$ cat src/hvdp_cfg.svh
// register offsets, field positions and reset values of the drive protect block
`ifndef HVDP_CFG_SVH
`define HVDP_CFG_SVH

// ----------------------------------------------------------------------------
// register offsets
// ----------------------------------------------------------------------------
`define HVDP_ADDR_W        4
`define HVDP_OFS_DRIVE     4'h0
`define HVDP_OFS_PROT      4'h1

// ----------------------------------------------------------------------------
// field positions of the drive control register
// ----------------------------------------------------------------------------
`define HVDP_BIT_LEVEL     0
`define HVDP_BIT_SRC_SEL   1
`define HVDP_BIT_OE        2
`define HVDP_BIT_PROT_EN   3

// ----------------------------------------------------------------------------
// field positions of the protect source register
// ----------------------------------------------------------------------------
`define HVDP_BIT_OC_EN     0
`define HVDP_BIT_IRQ_EN    1
`define HVDP_BIT_SRC2_EN   2
`define HVDP_BIT_SRC3_EN   3

// ----------------------------------------------------------------------------
// reset values and widths
// ----------------------------------------------------------------------------
`define HVDP_CTRL_W        4
`define HVDP_DRIVE_RST     4'h0
`define HVDP_PROT_RST      4'h0
`define HVDP_OE_DELAY      1

`endif

$ cat src/hvdp_pkg.sv
// types shared by the drive protect block
package hvdp_pkg;

  typedef struct packed {
    logic prot_en;
    logic oe;
    logic src_sel;
    logic level;
  } hvdp_drive_t;

  typedef struct packed {
    logic src3_en;
    logic src2_en;
    logic irq_en;
    logic oc_en;
  } hvdp_prot_t;

  typedef struct packed {
    logic protect_input_3;
    logic protect_input_2;
    logic ext_irq;
    logic overcurrent_flag;
  } hvdp_src_t;

  typedef struct packed {
    logic o;
    logic oe;
  } hvdp_pin_t;

endpackage

$ cat src/hvdp_pin.sv
// pin stage: enable leads data by one system clock
`timescale 1ns/1ps
`default_nettype none
`include "hvdp_cfg.svh"

module hvdp_pin
  import hvdp_pkg::*;
(
  // clock and reset
  input  wire logic ref_clk,
  input  wire logic arst_n,
  // control
  input  wire logic oe,
  input  wire logic level,
  // pin
  output hvdp_pin_t pin
);

  logic oe_r;
  logic level_r;

  // data holds on any edge that moves the enable, in either direction, so
  // the two never switch together at the level shifter; the cost is one
  // extra cycle before a floating pin's data returns to zero
  always_ff @(posedge ref_clk or negedge arst_n) begin
    if (!arst_n) begin
      oe_r    <= 1'b0;
      level_r <= 1'b0;
    end else begin
      oe_r    <= oe;
      if (oe != oe_r) begin
        level_r <= level_r;
      end else begin
        level_r <= oe_r ? level : 1'b0;
      end
    end
  end

  assign pin.oe = oe_r;
  assign pin.o  = level_r;

endmodule
`default_nettype wire

$ cat src/hvdp_top.sv
// high voltage drive with hardware protection: registers and pin control
//
// The plain strobed port and the register addresses were decided locally.
`timescale 1ns/1ps
`default_nettype none
`include "hvdp_cfg.svh"

// How it works
// - source select 0 drives the pin from the level bit, 1 from the timer.
// - the level bit drives the pin low when 0 and high when 1.
// - output enable 0 floats the pin and 1 drives it.
// - with protection off no control bit is ever forced by hardware.
// - with protection on a trigger rise clears level and source select.
// - with protection on and no rise those two bits are left alone.
// - a register write moves the enable one cycle ahead of the data.
// - protect enable bit 0 admits overcurrent, bit 1 the external irq.
// - protect enable bits 3 and 2 admit extra inputs 3 and 2.
// - bits 7 to 4 of both registers read as zero.
module hvdp_top
  import hvdp_pkg::*;
(
  // clock and reset
  input  wire logic                     ref_clk,
  input  wire logic                     arst_n,
  // register port
  input  wire logic [`HVDP_ADDR_W-1:0]  reg_addr,
  input  wire logic [7:0]               reg_wdata,
  input  wire logic                     reg_wr,
  input  wire logic                     reg_rd,
  output logic      [7:0]               reg_rdata,
  // protection sources and timer
  input  wire logic                     overcurrent_flag,
  input  wire logic                     ext_irq,
  input  wire logic                     protect_input_2,
  input  wire logic                     protect_input_3,
  input  wire logic                     timer_drive_signal,
  // high voltage pin
  output logic                          hv_pin_o,
  output logic                          hv_pin_oe,
  // status
  output logic                          protect_trip
);

  // --------------------------------------------------------------------------
  // registers
  // --------------------------------------------------------------------------
  hvdp_drive_t drive_r;
  hvdp_prot_t  prot_r;
  hvdp_src_t   src;
  hvdp_pin_t   pin;
  logic        rise;
  logic        wr_drive;
  logic        level_sel;
  logic        trip_r;

  function automatic logic [7:0] pad4(input logic [3:0] v);
    pad4 = {4'h0, v};
  endfunction

  assign src.overcurrent_flag = overcurrent_flag;
  assign src.ext_irq          = ext_irq;
  assign src.protect_input_2  = protect_input_2;
  assign src.protect_input_3  = protect_input_3;

  assign wr_drive = reg_wr && (reg_addr == `HVDP_OFS_DRIVE);

  hvdp_trigger u_trig (
    .ref_clk (ref_clk),
    .arst_n  (arst_n),
    .src     (src),
    .en      (prot_r),
    .rise    (rise)
  );

  // the trip wins over a software write in the same cycle so a fault is
  // never masked; software sees cleared bits and decides what next
  always_ff @(posedge ref_clk or negedge arst_n) begin
    if (!arst_n) begin
      drive_r <= `HVDP_DRIVE_RST;
    end else begin
      if (wr_drive) begin
        drive_r <= reg_wdata[`HVDP_CTRL_W-1:0];
      end
      if (drive_r.prot_en && rise) begin
        drive_r.level   <= 1'b0;
        drive_r.src_sel <= 1'b0;
      end
    end
  end

  always_ff @(posedge ref_clk or negedge arst_n) begin
    if (!arst_n) begin
      prot_r <= `HVDP_PROT_RST;
    end else if (reg_wr && (reg_addr == `HVDP_OFS_PROT)) begin
      prot_r <= reg_wdata[`HVDP_CTRL_W-1:0];
    end
  end

  // sticky-free one-cycle trip pulse, registered
  always_ff @(posedge ref_clk or negedge arst_n) begin
    if (!arst_n) begin
      trip_r <= 1'b0;
    end else begin
      trip_r <= drive_r.prot_en && rise;
    end
  end

  // --------------------------------------------------------------------------
  // read port: data one cycle after the strobe, unmapped reads zero
  // --------------------------------------------------------------------------
  always_ff @(posedge ref_clk or negedge arst_n) begin
    if (!arst_n) begin
      reg_rdata <= 8'h00;
    end else if (reg_rd) begin
      unique case (reg_addr)
        `HVDP_OFS_DRIVE: reg_rdata <= pad4(drive_r);
        `HVDP_OFS_PROT:  reg_rdata <= pad4(prot_r);
        default:         reg_rdata <= 8'h00;
      endcase
    end else begin
      reg_rdata <= 8'h00;
    end
  end

  // --------------------------------------------------------------------------
  // pin
  // --------------------------------------------------------------------------
  assign level_sel = drive_r.src_sel ? timer_drive_signal
                                     : drive_r.level;

  hvdp_pin u_pin (
    .ref_clk (ref_clk),
    .arst_n  (arst_n),
    .oe      (drive_r.oe),
    .level   (level_sel),
    .pin     (pin)
  );

  assign hv_pin_o     = pin.o;
  assign hv_pin_oe    = pin.oe;
  assign protect_trip = trip_r;

endmodule
`default_nettype wire

$ cat src/hvdp_trigger.sv
// protection trigger: gated OR of sources, synchronised, rising edge
`timescale 1ns/1ps
`default_nettype none
`include "hvdp_cfg.svh"

module hvdp_trigger
  import hvdp_pkg::*;
(
  // clock and reset
  input  wire logic ref_clk,
  input  wire logic arst_n,
  // sources and enables
  input  wire hvdp_src_t  src,
  input  wire hvdp_prot_t en,
  // result
  output logic       rise
);

  logic any_src;
  logic sync1_r;
  logic sync2_r;
  logic prev_r;

  assign any_src = (src.overcurrent_flag & en.oc_en)
                 | (src.ext_irq & en.irq_en)
                 | (src.protect_input_2 & en.src2_en)
                 | (src.protect_input_3 & en.src3_en);

  always_ff @(posedge ref_clk or negedge arst_n) begin
    if (!arst_n) begin
      sync1_r <= 1'b0;
      sync2_r <= 1'b0;
      prev_r  <= 1'b0;
    end else begin
      sync1_r <= any_src;
      sync2_r <= sync1_r;
      prev_r  <= sync2_r;
    end
  end

  assign rise = sync2_r & ~prev_r;

endmodule
`default_nettype wire
$ cat config.mk
export PLATFORM = sky130hd
export DESIGN_NAME = hvdp_top
export DESIGN_NICKNAME = d
export VERILOG_FILES = /design/src/hvdp_pkg.sv /design/src/hvdp_pin.sv /design/src/hvdp_top.sv /design/src/hvdp_trigger.sv
export VERILOG_INCLUDE_DIRS = /design/src
export SDC_FILE = /design/constraint.sdc
export NUM_CORES = 1
export LEC_CHECK = 0
export BUFFER_PORTS_ARGS = -buffer_cell sky130_fd_sc_hd__buf_2
export CAP_MARGIN = 20
export CORE_ASPECT_RATIO = 0.9
export CORE_MARGIN = 4
export CORE_UTILIZATION = 45
export CTS_BUF_LIST = sky130_fd_sc_hd__clkbuf_16
export CTS_CLUSTER_SIZE = 8
export DETAILED_ROUTE_END_ITERATION = 10
export HOLD_SLACK_MARGIN = 0.08
export MAX_ROUTING_LAYER = met4
export PLACE_DENSITY_LB_ADDON = 0.1
export SLEW_MARGIN = 20
export SYNTH_ARGS = -nofsm -noshare
export SYNTH_HDL_FRONTEND = slang
export SYNTH_SLANG_ARGS = --single-unit
$ cat constraint.sdc
create_clock -name ref_clk -period 1.1 [get_ports ref_clk]
set_clock_uncertainty 0.1 [all_clocks]
set_input_delay 0.055 -clock ref_clk [delete_from_list [all_inputs] [get_ports ref_clk]]
set_output_delay 0.055 -clock ref_clk [all_outputs]
set_load 0.03 [all_outputs]
**Yosys cells after proc, flatten, opt, wreduce, memory -nomap -nowiden**

Cells that the tools add are included.

- Input bits: 21
- Output and inout port bits: 11
- Logic and storage cells: 37
- Register bits: 22

- Equality and inequality tests: 2
- Mux-type cells: 6
- Bitwise operators: 9
- Reduce and logical (&&, ||, !) cells: 5

Operator list:

| cell | number |
|---|---|
| 8-bit 2-to-1 mux | 1 |
| 4-bit one-hot mux with 2 select lines | 1 |
| 1-bit bitwise AND | 5 |
| 4-bit by 1-bit == test with 1-bit output, second input constant | 1 |
| 4-bit logical NOT | 1 |
| 2-bit 2-to-1 mux | 2 |
| 1-bit logical AND | 3 |
| 1-bit OR | 3 |
| 1-bit 2-to-1 mux | 2 |
| 2-bit nonzero test | 1 |
| 1-bit != test | 1 |
| 1-bit inverter | 1 |

**Depth between registers and ports, before layout**

Gate-level depths: netlist of the first run.

- Depth in word-level cells: 4
- Depth in mapped cells: 3
- Depth with buffers taken out: 3

**Cells and area by module**

Synthesis of the first run repeated with hierarchy kept, for this count alone.

- Cells, all modules: 60
- Area, all modules: 767.0 um2

Modules (own cells, without submodules):

| module | cells an instance | seq. area each (um2) | instances | area an instance (um2) |
|---|---|---|---|---|
| hvdp_top | 46 | 325.3 | 1 | 578.1 |
| hvdp_trigger | 7 | 75.1 | 1 | 100.1 |
| hvdp_pin | 7 | 50.0 | 1 | 88.8 |

**Least setup slack after synthesis of the first run**

No wires, ideal clock.

- Path type: register to register
- Start point: register u_pin.oe_r
- End point: register u_pin.level_r
- Setup time: 0.124 ns
- Arrival time: 0.874 ns
- Required time: 0.876 ns
- Path buffers: 0
- Clock period less this slack: 1.097 ns
- Path slack: 0.003 ns
- Stages on the path, launching flop included: 4
- Cells stage by stage: dfrtp_1 > o21ai_0 > a21oi_1 > o21bai_1

- Longest elaborated chain between the ends: 1
- Elaborated cells on any way between the ends: 2
- Classes of those cells: eq/ne (1); mux (1)

RTL lines:

| item | line | text |
|---|---|---|
| start, declared | hvdp_pin.sv:19 | `logic oe_r;` |
| start signal, assigned | hvdp_pin.sv:27 | `oe_r <= 1'b0;` |
| start signal, assigned | hvdp_pin.sv:30 | `oe_r <= oe;` |
| 1-bit 2-to-1 mux / 1-bit != test (equally long branches) | hvdp_pin.sv:34, hvdp_pin.sv:31 |  |
| end signal, assigned | hvdp_pin.sv:32 | `level_r <= level_r;` |
| end signal, assigned | hvdp_pin.sv:34 | `level_r <= oe_r ? level : 1'b0;` |
| end, declared | hvdp_pin.sv:20 | `logic level_r;` |

Parallel ways exist; a longest one is shown, timed or not.
A chain may end at the register's enable or synchronous reset.

**Final worst setup path of the first run**

- Start point: register drive_r[3] (netlist bit)
- End point: register drive_r[0] (netlist bit)

- Longest elaborated chain between the ends: 2
- Elaborated cells on any way between the ends: 3
- Classes of those cells: mux (1); reduce/logical (2)

RTL lines:

| item | line | text |
|---|---|---|
| start, declared | hvdp_top.sv:47 | `hvdp_drive_t drive_r;` |
| start signal, assigned | hvdp_top.sv:79 | `` drive_r <= `HVDP_DRIVE_RST; `` |
| start signal, assigned | hvdp_top.sv:82 | `` drive_r <= reg_wdata[`HVDP_CTRL_W-1:0]; `` |
| 1-bit logical AND (*) | hvdp_top.sv:84 | `if (drive_r.prot_en && rise) begin` |
| 2-bit 2-to-1 mux / 2-bit nonzero test (equally long branches) | -- |  |

Every way passes the cells marked *; elsewhere a longest branch is shown, timed or not.

==> results of run 1 <==
[cells in the final DEF (no fill, tap or decap), drive strengths merged]
cell | netlist | layout
a21oi | 1 | 1
a22oi | 2 | 2
and2b | 1 | 1
buf | 5 | 25
clkbuf | 0 | 3
conb | 1 | 4
dfrtp | 18 | 18
dlygate4sd3 | 0 | 9
inv | 1 | 1
mux2 | 6 | 6
mux2i | 7 | 7
nand2 | 7 | 7
nand3b | 1 | 1
nor2 | 4 | 4
nor4b | 1 | 1
o21ai | 1 | 1
o21bai | 1 | 1
or4b | 1 | 1
[registers in the layout, summed over array words and instances (netlist names)]
signal and cells:
drive_r 4, u_pin.oe_r 1, u_trig.sync2_r 1, protect_trip 1, u_trig.sync1_r 1, prot_r 4
u_pin.level_r 1, u_trig.prev_r 1, reg_rdata 4
[layer usage]
| metal | global-route usage (%) | part of all wire, % |
|---|---|---|
| met1 | 19.5 | 43 |
| met3 | 4.21 | 7.8 |
| met5 | - | 0 |
| met4 | 10.2 | 1.9 |
| met2 | 24.4 | 47 |
[where the power goes]
group	total [mW]	internal (mW)	switching [mW]
Sequential	0.896	0.800	0.0960
Clock	0.697	0.477	0.220
Combinational	0.393	0.178	0.214
[cell families after synthesis]
group / count (synthesis) / share of synthesized area, %
compound gates: 5 / 4.36
buf+inv: 6 / 5.20
flops: 18 / 60.4
mux: 13 / 18.5
other cells: 1 / 0.503
simple gates: 15 / 11.1
[area by class of cell]
| cell class | instances | area [sq um] |
|---|---|---|
| Tap cell | 22 | 27.5 |
| Clock buffer | 3 | 75.1 |
| Fill cell | 119 | 448 |
| Inverter | 1 | 3.75 |
| Timing Repair Buffer | 34 | 220 |
| Sequential cell | 18 | 450 |
| Multi-Input combinational cell | 37 | 272 |
[stage by stage]
stage,instances,hold WS (ns)
CTS,115,0.0703
floorplan,61,-0.341
global placement,103,-0.0944
global route,115,0.112
detailed placement,103,-0.0932
finish,115,0.0674
[path summary, 6_finish.rpt]
kind / start / end / slack (ns) / cells after the start
hold reg to reg: u_trig.sync1_r / u_trig.sync2_r / 0.25 / 0
hold / removal: reg_addr[2] / reg_rdata[1] / 0.07 / 3
min in group asynchronous: arst_n / reg_rdata[0] / 0.17 / 2
setup / recovery: drive_r[3] / drive_r[0] / 0.009 / 3
max in group asynchronous: arst_n / drive_r[0] / 0.44 / 2
setup reg to reg: drive_r[3] / drive_r[0] / 0.009 / 3
[repair_timing]
item	in CTS	in global routing
setup endpoints to repair	0	2
hold buffers	9	0
gates resized for setup	0	1
endpoints found under the hold margin	31	0
setup buffers	0	0
[critical path: stages, from the launching register on]
cell and delay [ns]:
dfrtp_1 0.39, nand3b_1 0.19, nand2_1 0.12, mux2i_2 0.20
==> results.toml, run 1 <==
[placement]
gp_congestion = 0.721
placed_cell_area_sq_um = 880
port_buffers = 23
pre_cts_slack_ns = -0.139

[synth]
seq_area_frac_synth_pct = 60.4
netlist_top_cells_area = "dfrtp_1 60%, mux2i_1 9.4%, mux2_2 9.1%"
syn-mean-instance-area_sq_um = 12.9
syn_area_sq_um = 746
synth_common_cells = "18 x dfrtp_1, 7 x mux2i_1, 7 x nand2_1"
yosys_warnings = 0
postSynthCellCount = 58
synth_flop_cell = "dfrtp_1"
ys_types = 17
synth.most_common_cell = "dfrtp_1"
synth-async-reset-ratio_pct = 100
synth_edf_count = 0
yosysTopAreaCell = "dfrtp_1"
synth_top_area_share_pct = 60.4
ys_ff_latch = 18

[route]
ant_nets = 0
drt_pre_antenna_iters = 4
viasPerCell = 4.72
routed_wl_mm = 1.59
drc = 0
drtIter0Drc = 9
vias = 543
routedWlPerCell_um = 13.8

[clocking]
clk-insertion-delay-late_ns = 0.24
cts_buffers = 3
htree_num_levels = 1
clock-sinks = 18
clkTransAtPathRegs_ns = 0.05
cts_tree = "built"
root_buffer = "clkbuf_16"
cts_buffer_depth = 2

[timing]
fin_crit_sh_pct = 99.2
fin_tns_setup_ns = 0
rsz0062_at_grt = "yes"
final-hold-violation-count = 0
setup_viol = 0
worst_slack_ns = 0.00876
min_period_ns = 1.09
finalMaxSlewViolations = 0
max_freq_mhz = 916

[power]
total_power_mw = 1.99
power_density_nw_per_um2 = 1890
ir_drop_uv = 1400
power.leakage_nw = 0.536

[min_path]
hold_class = "input port to flip-flop"

[floorplanning]
fp.coreArea_sq_um = 1500
start_util_pct = 49.8
die_height_um = 46.6
num_io_pins = 32
die-area_sq_um = 2370
fp-row-count = 13
die_x_um = 50.9

[global_route]
grt_util_all_layers_pct = 16.2
grt_max_degree = 19
grt_pass1_vias = 560
overflow = 0
grt_pass1_wl_mm = 2.60
antenna_found_initial = 0

[cells_and_area]
fin_nets = 116
fin_util_pct = 70.1
drive_gt1_share_pct = 39.8
design_area_sq_um = 1050
syn_to_final_growth_pct = 40.6
diodes = 0

[critical_path]
required_ns = 1.15
start_kind = "flip-flop"
critPathKind = "flip-flop to flip-flop"
arrival_ns = 1.14
worstSetupEndpointType = "flip-flop"
path_max_fanout = 5

[status]
run_status = "completed"

[flow_run]
drv_cap = 0
Note: power is estimated with default switching activity, not from simulation.
==> run 2: changes to the inputs <==
SYNTH_HIERARCHICAL = 1   (was unset)
==> run 2 against run 1 <==
Net effect: the flow now finishes with violations (setup timing); sequential cell count unchanged; clock power rose by 2%; first-iteration DRC count fell by 44%; sequential power down 1%; routed wire length fell by 3.0%; largest power group unchanged; cell area increased by 2.4%; area after synthesis is 2.9% higher; power increased by 1.7%.
==> results.toml, run 2 <==
[synth]
ys_ff_latch = 18
ys_types = 14
synth_common_cells = "18 x dfrtp_1, 8 x mux2i_1, 8 x nand2_1"
synth-async-reset-ratio_pct = 100
postSynthCellCount = 60
synth.most_common_cell = "dfrtp_1"
netlist_top_cells_area = "dfrtp_1 59%, mux2i_1 10%, mux2_2 10%"
yosys_warnings = 6
synth_flop_cell = "dfrtp_1"
synth_top_area_share_pct = 58.7
syn_area_sq_um = 767
seq_area_frac_synth_pct = 58.7
synth_edf_count = 0
yosysTopAreaCell = "dfrtp_1"
syn-mean-instance-area_sq_um = 12.8

[route]
ant_nets = 0
vias = 547
drc = 0
drt_pre_antenna_iters = 4
routed_wl_mm = 1.54
viasPerCell = 4.64
routedWlPerCell_um = 13.1
drtIter0Drc = 5

[flow_run]
drv_cap = 0

[clocking]
clk-insertion-delay-late_ns = 0.25
cts_tree = "built"
postCtsSetupBuffers = 0
clock-sinks = 18
htree_num_levels = 1
clkTransAtPathRegs_ns = 0.05
root_buffer = "clkbuf_16"
cts_buffers = 3
cts_buffer_depth = 2

[min_path]
hp-start = "reg_addr[1]"
hold_class = "input port to flip-flop"
min_path_cells = 3
hold_end = "reg_rdata[2]"

[cells_and_area]
fillerInstances = 132
fin_nets = 118
syn_to_final_growth_pct = 40.0
most-common-layout-cells = "23 x buf_2, 18 x dfrtp_1, 9 x dlygate4sd3_1, 8 x mux2i_1, 8 x nand2_1"
reg.largest.list = "drive_r x4, prot_r x4, reg_rdata x4"
design_area_sq_um = 1070
drive_gt1_share_pct = 40.6
register_area_sq_um = 450
final_common_cell = "buf_2"
diodes = 0
multiInputGateArea_sq_um = 278
fin_util_pct = 70.2

[power]
ir_drop_uv = 1440
power.leakage_nw = 0.557
power_density_nw_per_um2 = 1880

[critical_path]
critPathKind = "flip-flop to flip-flop"
worstReg2RegStart = "drive_r[1]"
arrival_ns = 1.18
start_kind = "flip-flop"
path_max_fanout = 2
required_ns = 1.12
worstSetupEndpointType = "flip-flop"
reg2reg_depth = 3
r2r_setup_slack_ns = -0.06
r2r-end = "u_pin/level_r"

[timing]
min_period_ns = 1.16
finalMaxSlewViolations = 0
setup_viol = 1
max_freq_mhz = 864
final-hold-violation-count = 0
worst_slack_ns = -0.0571
fin_crit_sh_pct = 105
rsz0062_at_grt = "yes"

[global_route]
grt_max_degree = 19
grt_pass1_wl_mm = 2.50
antenna_found_initial = 0
grt_util_all_layers_pct = 15.2
grt_pass1_vias = 564
overflow = 0

[floorplanning]
die_height_um = 47.2
fp-row-count = 13
num_io_pins = 32
start_util_pct = 50.2
die-area_sq_um = 2430
die_x_um = 51.5
fp.coreArea_sq_um = 1530

[placement]
placed_cell_area_sq_um = 901
port_buffers = 23
gp_congestion = 0.746
hpwl_mm = 1.09

[status]
run_status = "finished, violations left"
failed_checks = "setup timing"
## run 2: area by class of cell
class	count	area share, %
timing repair buffer	36	21.9
clock inverter	1	0.350
inverter	1	0.350
clock buffer	3	6.99
multi-input combinational	37	25.9
sequential	18	42.0
tap	22	2.56
## run 2: stage by stage
step                hold slack, ns  TNS, ns  total power, mW  std cells  setup slack (ns)
floorplan                   -0.341        0             1.15         63           0.00383
global placement            -0.103   -0.554             1.27        105            -0.105
detailed placement         -0.0997    -1.00             1.28        105            -0.151
CTS                         0.0717  -0.0648             2.03        118           -0.0648
global route                0.0998  -0.0967             2.12        118           -0.0967
finish                      0.0739  -0.0571             2.02        118           -0.0571
## run 2: repair_timing
action	in CTS	in global routing
setup endpoints to repair	1	1
endpoints found under the hold margin	31	0
cloned	0	0
hold buffers	9	0
gates resized for setup	0	1
## run 2: worst max-delay path by stage
stage | start | endpoint | cells after the start
3_5_place_dp | reg_addr[1] | drive_r[2] | 4
6_report | drive_r[1] | u_pin/level_r | 3
2_1_floorplan | reg_addr[1] | drive_r[2] | 3
4_1_cts | drive_r[1] | u_pin/level_r | 3
5_1_grt | drive_r[1] | u_pin/level_r | 3
3_3_place_gp | reg_addr[1] | drive_r[3] | 4
## run 2: metal layers
metal / wire (um) / up-vias / GRT usage [%]
li1: - / 263 / -
met1: 674 / 259 / 15.9
met2: 757 / 23 / 26.1
met3: 101 / 2 / 5.71
met4: 11 / 0 / 6.28
met5: 0 / - / -
## run 2: worst max-delay path: stages, from the launching register on
cell,delay [ns]
dfrtp_1,0.39
mux2_4,0.31
mux2i_1,0.14
mux2i_1,0.10
## run 2: cells by family (layout without fill, tap and decap cells)
family,after synthesis,count (layout),synth area share [%]
other,1,4,0.489
DFF,18,18,58.7
buffers and inverters,8,41,7.01
and+or+nand+nor,16,16,11.1
AOI/OAI and AO/OA,2,2,1.96
muxes,15,15,20.7
## run 2: power breakdown
part	switching (mW)	total (mW)	internal, mW
registers	0.0902	0.886	0.795
clock network	0.229	0.712	0.483
logic	0.206	0.422	0.216
